<file path="config.mk">
export PLATFORM = sky130hd
export DESIGN_NAME = dpc_top
export DESIGN_NICKNAME = d
export VERILOG_FILES = /design/src/verilog/dpc_pkg.sv /design/src/verilog/dpc_tick_gen.sv /design/src/verilog/dpc_channel.sv /design/src/verilog/dpc_top.sv
export SDC_FILE = /design/constraint.sdc
export NUM_CORES = 1
export LEC_CHECK = 0
export CAP_MARGIN = 20
export CELL_PAD_IN_SITES_DETAIL_PLACEMENT = 2
export CELL_PAD_IN_SITES_GLOBAL_PLACEMENT = 2
export CORE_AREA = 2 2 112 103
export CTS_CLUSTER_DIAMETER = 150
export DETAILED_ROUTE_END_ITERATION = 10
export DIE_AREA = 0 0 114 105
export DONT_BUFFER_PORTS = 1
export GPL_TIMING_DRIVEN = 1
export PLACE_DENSITY = 0.9
export SLEW_MARGIN = 20
export SYNTH_ARGS = -nofsm -noshare
export SYNTH_HDL_FRONTEND = slang
export SYNTH_HIERARCHICAL = 1
export SYNTH_SLANG_ARGS = --single-unit
export TNS_END_PERCENT = 50
</file>
<file path="constraint.sdc">
create_clock -name ref_clk -period 2.6 [get_ports ref_clk]
set_input_delay 0.78 -clock ref_clk [delete_from_list [all_inputs] [get_ports ref_clk]]
set_output_delay 0.78 -clock ref_clk [all_outputs]
set_load 0.005 [all_outputs]
</file>
<file path="src/verilog/dpc_pkg.sv">
// Constants, field layouts and carrier types for the dual prescaled down-counter.
// Assumes a single 50 MHz core clock and a byte-wide register file port.
package dpc_pkg;
	localparam logic [7:0] DPC_MODE_ADDR   = 8'hf1;
	localparam logic [7:0] DPC_CNT_B_ADDR  = 8'hf2;
	localparam logic [7:0] DPC_PRE_B_ADDR  = 8'hf3;
	localparam logic [7:0] DPC_CNT_A_ADDR  = 8'hf4;
	localparam logic [7:0] DPC_PRE_A_ADDR  = 8'hf5;
	localparam int         DPC_LOAD_A_BIT  = 0;
	localparam int         DPC_EN_A_BIT    = 1;
	localparam int         DPC_LOAD_B_BIT  = 2;
	localparam int         DPC_EN_B_BIT    = 3;
	localparam int         DPC_TOUT_LO_BIT = 6;
	localparam int         DPC_TOUT_HI_BIT = 7;
	localparam int         DPC_CONT_BIT    = 0;
	localparam int         DPC_EXT_BIT     = 1;
	localparam int         DPC_MOD_LSB     = 2;
	localparam logic [7:0] DPC_PRE_READ    = 8'hff;
	localparam logic [7:0] DPC_MODE_RST    = 8'h00;
	localparam logic [7:0] DPC_PRE_RST     = 8'hfc;
	localparam logic [7:0] DPC_CNT_RST     = 8'h00;
	localparam logic [1:0] DPC_TDIV_MAX    = 2'h3;
	localparam int         DPC_OSC_DIV     = 2;
	localparam int         DPC_CLK_MHZ     = 50;
	// Counter channel control, one per counter
	typedef struct packed {
		logic       load;
		logic       enable;
		logic       cont;
		logic [5:0] modulus;
		logic [7:0] initial_cnt;
	} dpc_chan_ctl_t;
	// Counter channel status
	typedef struct packed {
		logic       eoc;
		logic [7:0] count;
	} dpc_chan_sts_t;
endpackage

</file>
<file path="src/verilog/dpc_tick_gen.sv">
// Timer clock generator: divide-by-four tick from the internal clock.
// Assumes the internal clock is already the oscillator divided by two.
`timescale 1ns/1ps
`default_nettype none
module dpc_tick_gen (
	// Clock and reset
	input  wire logic ref_clk,
	input  wire logic rst_b,
	// Tick out
	output logic      timer_tick
);
	import dpc_pkg::*;
	logic [1:0] div_reg;
	assign timer_tick = (div_reg == DPC_TDIV_MAX);
	always_ff @(posedge ref_clk or negedge rst_b) begin
		if (!rst_b) begin
			div_reg <= 2'h0;
		end else begin
			div_reg <= div_reg + 2'h1;
		end
	end
	a_tick_period: assert property (@(posedge ref_clk) disable iff (!rst_b)
		timer_tick |=> !timer_tick [*3] ##1 timer_tick)
		else $error("Timer tick period is not four clocks");
endmodule // dpc_tick_gen
`default_nettype wire

</file>
<file path="src/verilog/dpc_channel.sv">
// One prescaler plus 8-bit down-counter channel.
// Assumes tick is a one-cycle strobe in the core clock domain.
`timescale 1ns/1ps
`default_nettype none
module dpc_channel (
	// Clock and reset
	input  wire logic                   ref_clk,
	input  wire logic                   rst_b,
	// Control
	input  wire logic                   tick,
	input  wire dpc_pkg::dpc_chan_ctl_t ctl,
	// Status
	output dpc_pkg::dpc_chan_sts_t      sts
);
	import dpc_pkg::*;
	logic [5:0] pre_reg;
	logic [7:0] cnt_reg;
	logic       stopped_reg;
	wire        pre_tc  = (pre_reg == 6'h01) || (pre_reg == 6'h00);
	wire        cnt_tc  = (cnt_reg == 8'h01);
	wire        run     = ctl.enable && !stopped_reg && tick;
	wire        eoc     = run && pre_tc && cnt_tc;
	assign sts.count = cnt_reg;
	assign sts.eoc   = eoc;
	always_ff @(posedge ref_clk or negedge rst_b) begin
		if (!rst_b) begin
			pre_reg     <= 6'h3f;
			cnt_reg     <= 8'h00;
			stopped_reg <= 1'b1;
		end else if (ctl.load) begin
			pre_reg     <= ctl.modulus;
			cnt_reg     <= ctl.initial_cnt;
			stopped_reg <= 1'b0;
		end else if (run) begin
			pre_reg <= pre_tc ? ctl.modulus : pre_reg - 6'h01;
			if (pre_tc) begin
				if (!cnt_tc) begin
					cnt_reg <= cnt_reg - 8'h01;
				end else if (ctl.cont) begin
					cnt_reg <= ctl.initial_cnt;
				end else begin
					cnt_reg     <= 8'h00;
					stopped_reg <= 1'b1;
				end
			end
		end
	end
	a_hold_disabled: assert property (@(posedge ref_clk) disable iff (!rst_b)
		!ctl.enable && !ctl.load |=> $stable(cnt_reg))
		else $error("Counter moved while disabled");
	a_single_stop: assert property (@(posedge ref_clk) disable iff (!rst_b)
		eoc && !ctl.cont && !ctl.load |=> cnt_reg == 8'h00 && stopped_reg)
		else $error("Single pass did not stop at zero");
	a_cont_reload: assert property (@(posedge ref_clk) disable iff (!rst_b)
		eoc && ctl.cont && !ctl.load |=> cnt_reg == $past(ctl.initial_cnt))
		else $error("Continuous mode did not reload");
	a_load_copy: assert property (@(posedge ref_clk) disable iff (!rst_b)
		ctl.load |=> cnt_reg == $past(ctl.initial_cnt) && pre_reg == $past(ctl.modulus))
		else $error("Load did not copy initial values");
	a_no_carry_hold: assert property (@(posedge ref_clk) disable iff (!rst_b)
		run && !pre_tc && !ctl.load |=> $stable(cnt_reg) && pre_reg == $past(pre_reg) - 6'h01)
		else $error("Counter moved without prescaler carry");
endmodule // dpc_channel
`default_nettype wire

</file>
<file path="src/verilog/dpc_top.sv">
// Dual prescaled down-counter: register file port, channels and timer output.
// Assumes a byte register port with one-cycle read and write strobes.
`timescale 1ns/1ps
`default_nettype none
module dpc_top (
	// Clock and reset
	input  wire logic       ref_clk,
	input  wire logic       rst_b,
	// Register file port
	input  wire logic [7:0] reg_addr,
	input  wire logic       reg_wr,
	input  wire logic       reg_rd,
	input  wire logic [7:0] reg_wdata,
	output logic      [7:0] reg_rdata,
	// External count input pin
	input  wire logic       external_count_input,
	// Interrupt requests and timer output
	output logic            counter_a_irq,
	output logic            counter_b_irq,
	output logic            timer_output
);
	import dpc_pkg::*;
	logic [7:0]    mode_reg;
	logic [7:0]    pre_a_reg;
	logic [7:0]    pre_b_reg;
	logic [7:0]    init_a_reg;
	logic [7:0]    init_b_reg;
	logic [2:0]    ext_sync_reg;
	logic [1:0]    en_hist_reg;
	logic          irq_a_reg;
	logic          irq_b_reg;
	logic          tout_reg;
	logic [7:0]    rdata_reg;
	logic          tick_int;
	dpc_chan_ctl_t ctl_a;
	dpc_chan_ctl_t ctl_b;
	dpc_chan_sts_t sts_a;
	dpc_chan_sts_t sts_b;
	// Decoding
	wire wr_mode  = reg_wr && (reg_addr == DPC_MODE_ADDR);
	wire wr_cnt_b = reg_wr && (reg_addr == DPC_CNT_B_ADDR);
	wire wr_pre_b = reg_wr && (reg_addr == DPC_PRE_B_ADDR);
	wire wr_cnt_a = reg_wr && (reg_addr == DPC_CNT_A_ADDR);
	wire wr_pre_a = reg_wr && (reg_addr == DPC_PRE_A_ADDR);
	// Synchronised external edge, falling
	wire ext_fall = ext_sync_reg[2] && !ext_sync_reg[1];
	wire ext_sel  = pre_b_reg[DPC_EXT_BIT];
	wire tick_b   = ext_sel ? ext_fall : tick_int;
	wire [1:0] tout_sel = mode_reg[DPC_TOUT_HI_BIT:DPC_TOUT_LO_BIT];
	wire [7:0] mode_next = {mode_reg[7:4], mode_reg[DPC_EN_B_BIT], 1'b0,
	                        mode_reg[DPC_EN_A_BIT], 1'b0};
	wire [7:0] rd_mux = (reg_addr == DPC_MODE_ADDR)  ? mode_reg :
	                    (reg_addr == DPC_CNT_A_ADDR) ? sts_a.count :
	                    (reg_addr == DPC_CNT_B_ADDR) ? sts_b.count :
	                    DPC_PRE_READ;
	// Channel control
	assign ctl_a.load        = mode_reg[DPC_LOAD_A_BIT];
	assign ctl_a.enable      = mode_reg[DPC_EN_A_BIT];
	assign ctl_a.cont        = pre_a_reg[DPC_CONT_BIT];
	assign ctl_a.modulus     = pre_a_reg[7:DPC_MOD_LSB];
	assign ctl_a.initial_cnt = init_a_reg;
	assign ctl_b.load        = mode_reg[DPC_LOAD_B_BIT];
	assign ctl_b.enable      = mode_reg[DPC_EN_B_BIT];
	assign ctl_b.cont        = pre_b_reg[DPC_CONT_BIT];
	assign ctl_b.modulus     = pre_b_reg[7:DPC_MOD_LSB];
	assign ctl_b.initial_cnt = init_b_reg;
	assign reg_rdata     = rdata_reg;
	assign counter_a_irq = irq_a_reg;
	assign counter_b_irq = irq_b_reg;
	assign timer_output  = tout_reg;
	dpc_tick_gen u_tick (
		.ref_clk    (ref_clk),
		.rst_b      (rst_b),
		.timer_tick (tick_int)
	);
	dpc_channel u_chan_a (
		.ref_clk (ref_clk),
		.rst_b   (rst_b),
		.tick    (tick_int),
		.ctl     (ctl_a),
		.sts     (sts_a)
	);
	dpc_channel u_chan_b (
		.ref_clk (ref_clk),
		.rst_b   (rst_b),
		.tick    (tick_b),
		.ctl     (ctl_b),
		.sts     (sts_b)
	);
	// Mode register: load bits self-clear
	always_ff @(posedge ref_clk or negedge rst_b) begin
		if (!rst_b) begin
			mode_reg <= DPC_MODE_RST;
		end else if (wr_mode) begin
			mode_reg <= reg_wdata;
		end else begin
			mode_reg <= mode_next;
		end
	end
	// Initial value and prescaler registers
	always_ff @(posedge ref_clk or negedge rst_b) begin
		if (!rst_b) begin
			pre_a_reg  <= DPC_PRE_RST;
			pre_b_reg  <= DPC_PRE_RST;
			init_a_reg <= DPC_CNT_RST;
			init_b_reg <= DPC_CNT_RST;
		end else begin
			if (wr_pre_a) pre_a_reg <= reg_wdata;
			if (wr_pre_b) pre_b_reg <= reg_wdata;
			if (wr_cnt_a) init_a_reg <= reg_wdata;
			if (wr_cnt_b) init_b_reg <= reg_wdata;
		end
	end
	// Pin synchroniser
	always_ff @(posedge ref_clk or negedge rst_b) begin
		if (!rst_b) begin
			ext_sync_reg <= 3'h7;
		end else begin
			ext_sync_reg <= {ext_sync_reg[1:0], external_count_input};
		end
	end
	// Read data, interrupt pulses, timer output toggle
	always_ff @(posedge ref_clk or negedge rst_b) begin
		if (!rst_b) begin
			rdata_reg   <= 8'h00;
			irq_a_reg   <= 1'b0;
			irq_b_reg   <= 1'b0;
			tout_reg    <= 1'b1;
			en_hist_reg <= 2'h0;
		end else begin
			if (reg_rd) rdata_reg <= rd_mux;
			irq_a_reg   <= sts_a.eoc;
			irq_b_reg   <= sts_b.eoc;
			en_hist_reg <= {mode_reg[DPC_EN_B_BIT], mode_reg[DPC_EN_A_BIT]};
			if ((tout_sel == 2'h1 && mode_reg[DPC_LOAD_A_BIT]) ||
			    (tout_sel == 2'h2 && mode_reg[DPC_LOAD_B_BIT])) begin
				tout_reg <= 1'b1;
			end else if ((tout_sel == 2'h1 && sts_a.eoc) ||
			             (tout_sel == 2'h2 && sts_b.eoc)) begin
				tout_reg <= !tout_reg;
			end
		end
	end
	a_load_clears: assert property (@(posedge ref_clk) disable iff (!rst_b)
		wr_mode && reg_wdata[DPC_LOAD_A_BIT] ##1 !wr_mode |=> !mode_reg[DPC_LOAD_A_BIT])
		else $error("Load bit did not self-clear");
	a_pre_reads_ones: assert property (@(posedge ref_clk) disable iff (!rst_b)
		reg_rd && reg_addr == DPC_PRE_A_ADDR |=> reg_rdata == 8'hff)
		else $error("Prescaler read not all ones");
	a_irq_follows: assert property (@(posedge ref_clk) disable iff (!rst_b)
		sts_a.eoc |=> counter_a_irq)
		else $error("Interrupt missing after end of count");
	a_tout_toggle: assert property (@(posedge ref_clk) disable iff (!rst_b)
		tout_sel == 2'h1 && sts_a.eoc && !mode_reg[DPC_LOAD_A_BIT] |=> timer_output != $past(timer_output))
		else $error("Timer output did not toggle");
	a_first_decr: assert property (@(posedge ref_clk) disable iff (!rst_b)
		$rose(en_hist_reg[0]) && !mode_reg[DPC_LOAD_A_BIT] |-> ##[0:4] tick_int)
		else $error("No decrement slot within four clocks");
endmodule // dpc_top
`default_nettype wire

</file>
==> results.toml <==
[routing]
wl_per_cell_um = 27.3
wl_um = 14600
dr_total_vias = 3397
drt_iter0_drc = 164
drc_errors = 0
drt-pass1-iter-count = 4
routed_via_density = 6.34
ant_nets = 0

[run_status]
status = "finished, final reports clean"

[clocking]
numCtsBuffers = 9
clock-sinks = 85
clock_path_buffers = 2
cts_hold_buffers = 0
cts_setup_buffers = 0
cts-htree-levels = 3
cts_root_buf = "clkbuf_16"
cts_resized = 0
cts_tree = "built"
clkSlewWorstSetupHoldPaths_ns = 0.07
clk_latency_ns = 0.36

[timing]
rsz0062_at_grt = "no"
post-route-min-period_ns = 2.35
fin_setup_tns_ns = 0
finClkSkew_ns = 0.00603
max_freq_mhz = 426
finalSetupViolations = 0
final-hold-violation-count = 0
fin_crit_sh = 0.902
maxSlewViolCount = 0
worstMarginPinSlew_ns = 0.746
slew_headroom = 0.498

[worst_setup_path]
end_kind = "flop"
path_cells = "inv_1, ha_1, nor3b_1, nand2_1, nor3_1, nand3b_1, nand3_1, or3b_2"
path_class = "flop to flop"
critPathLaunchType = "flop"
cpMaxStageDelayCell = "or3b_2"
cp.required_ns = 2.88
cp_max_fo = 4
slowest_delay_ns = 0.44
path_buf_inv = 1
critPathTopFamily = "simple AND/OR/NAND/NOR gates"
cp_data_arrival_time_ns = 2.62

[synthesis]
synthTopCellsByArea = "dfrtp_1 (30%), dfstp_2 (17%), mux2_2 (6.7%)"
dominantRegCellSynth = "dfrtp_1"
synth_area_sq_um = 4570
yosys_warnings = 6
ys_types = 48
yosysTopAreaCell = "dfrtp_1"
syn-num-nets = 427
avgSynthCellArea_sq_um = 11.5
ys_seq_area_frac = 0.474
ys_seq_elements = 85
synth_edf_count = 0
async_reset_ff_frac = 1.00
synthCells = 397
synth.top_cell.area_share = 0.301

[layout]
layout_common_cells = "dfrtp_1 (55), inv_1 (34), dfstp_2 (30), mux2_2 (27), a21oi_1 (27)"
fill_cells = 1074
layout_commonest_cell = "dfrtp_1"
antenna_cells = 0
final_cell_area_sq_um = 4960
fin_nets = 428
area_delta_synth_final_pct = 8.63
layout-drive-gt1-share = 0.305

[pwr]
power.leakage_uw = 0.00213
p_per_area_nw_per_um2 = 892
peakVddDrop_uv = 511
seq_power_share = 0.399
power_frac_clock = 0.323
switching_power_uw = 1550
p_int_uw = 2870
p_comb_frac = 0.278
switching_share = 0.351

[global_routing]
grt_pass1_wl_um = 23200
grt.overflow.total = 0
grt_pass1_vias = 3992
antenna_found_initial = 0
grt_usage = 0.259
grt_start_max_net_pins = 86

[hold_path]
hold_path_class = "primary input to asynchronous set/reset pin"

[floorplanning]
die_y_um = 105
ioPinCount = 32
die_w_um = 114
start_util = 0.426
core.rowCount = 36
dieArea_sq_um = 12000
coreArea_sq_um = 10700

[placed_design]
gp_congestion = 0.814
hpwlAfterDp_um = 9490
io_buffers = 0
postPlaceCellArea_sq_um = 4640

[flow_run]
maxCapViolCount = 0
-- power by group through the flow --
stage          Combinational, uW  Sequential [uW]  Clock, uW
6_report                    1230             1770       1430
4_1_cts                     1210             1760       1450
3_3_place_gp                1050             1750          0
5_1_grt                     1340             1790       1510
3_5_place_dp                1150             1780          0
2_1_floorplan                931             1690          0
-- area by class of cell --
cell class / count / area (sq um) / share of cell area
clock buffers: 9 / 225 / 0.0454
clock inverters: 7 / 98.8 / 0.0199
inverters: 34 / 128 / 0.0257
multi-input cells: 259 / 2110 / 0.426
flip-flops and latches: 85 / 2160 / 0.436
well taps: 133 / 166 / 0.0335
repair buffers: 9 / 67.6 / 0.0136
-- synth_stat cells (9+ instances only) --
cell type / number
ha_1: 9
dfrtp_1: 55
mux2_2: 27
inv_1: 34
o22ai_1: 11
o21ai_0: 11
dfstp_2: 30
a21oi_1: 27
nand2_1: 18
nor3b_1: 20
nand3_1: 9
buf_6: 9
nor2_1: 10
mux2_4: 10
-- kinds of logic after synthesis --
group                      Yosys count  share of synthesized area
AOI/OAI and AO/OA                  105                      0.171
adders and majority gates            9                     0.0247
buffers and inverters               53                     0.0638
DFF                                 85                      0.474
muxes                               37                     0.0994
and+or+nand+nor                    108                      0.167
-- routing by layer --
metal / vias to the layer above / part of all wire / GRT usage / wire [um]
li1: 1488 / - / - / -
met1: 1799 / 0.40 / 0.302 / 5820
met2: 80 / 0.53 / 0.446 / 7720
met3: 30 / 0.043 / 0.0690 / 629
met4: 0 / 0.032 / 0.109 / 462
met5: - / 0 / 0 / 0
-- final timing paths --
| kind | start | to | slack [ns] | cells after the start |
|---|---|---|---|---|
| worst max register to register | u_chan_a/cnt_reg[1] | timer_output | 0.25 | 8 |
| worst min register to register | ext_sync_reg[0] | ext_sync_reg[1] | 0.36 | 0 |
| max in group asynchronous | rst_b | u_chan_a/pre_reg[5] | 2.25 | 0 |
| worst min-delay path | rst_b | init_b_reg[4] | 0.12 | 0 |
| min in group ref_clk | ext_sync_reg[0] | ext_sync_reg[1] | 0.36 | 0 |
| worst max-delay path | u_chan_a/cnt_reg[1] | timer_output | 0.25 | 8 |
-- per-stage QoR --
stage / cells / total power (uW) / setup slack, ns / hold WS (ns) / util
final: 536 / 4420 / 0.254 / 0.116 / 0.463
after global routing: 536 / 4650 / 0.175 / 0.101 / 0.463
after CTS: 536 / 4430 / 0.298 / 0.109 / 0.463
after detailed placement: 520 / 2930 / 0.333 / 0.349 / 0.433
after global placement: 520 / 2810 / 0.431 / 0.347 / 0.433
after floorplan: 397 / 2630 / 0.525 / 0.345 / -
(Power assumes the default switching activity.)
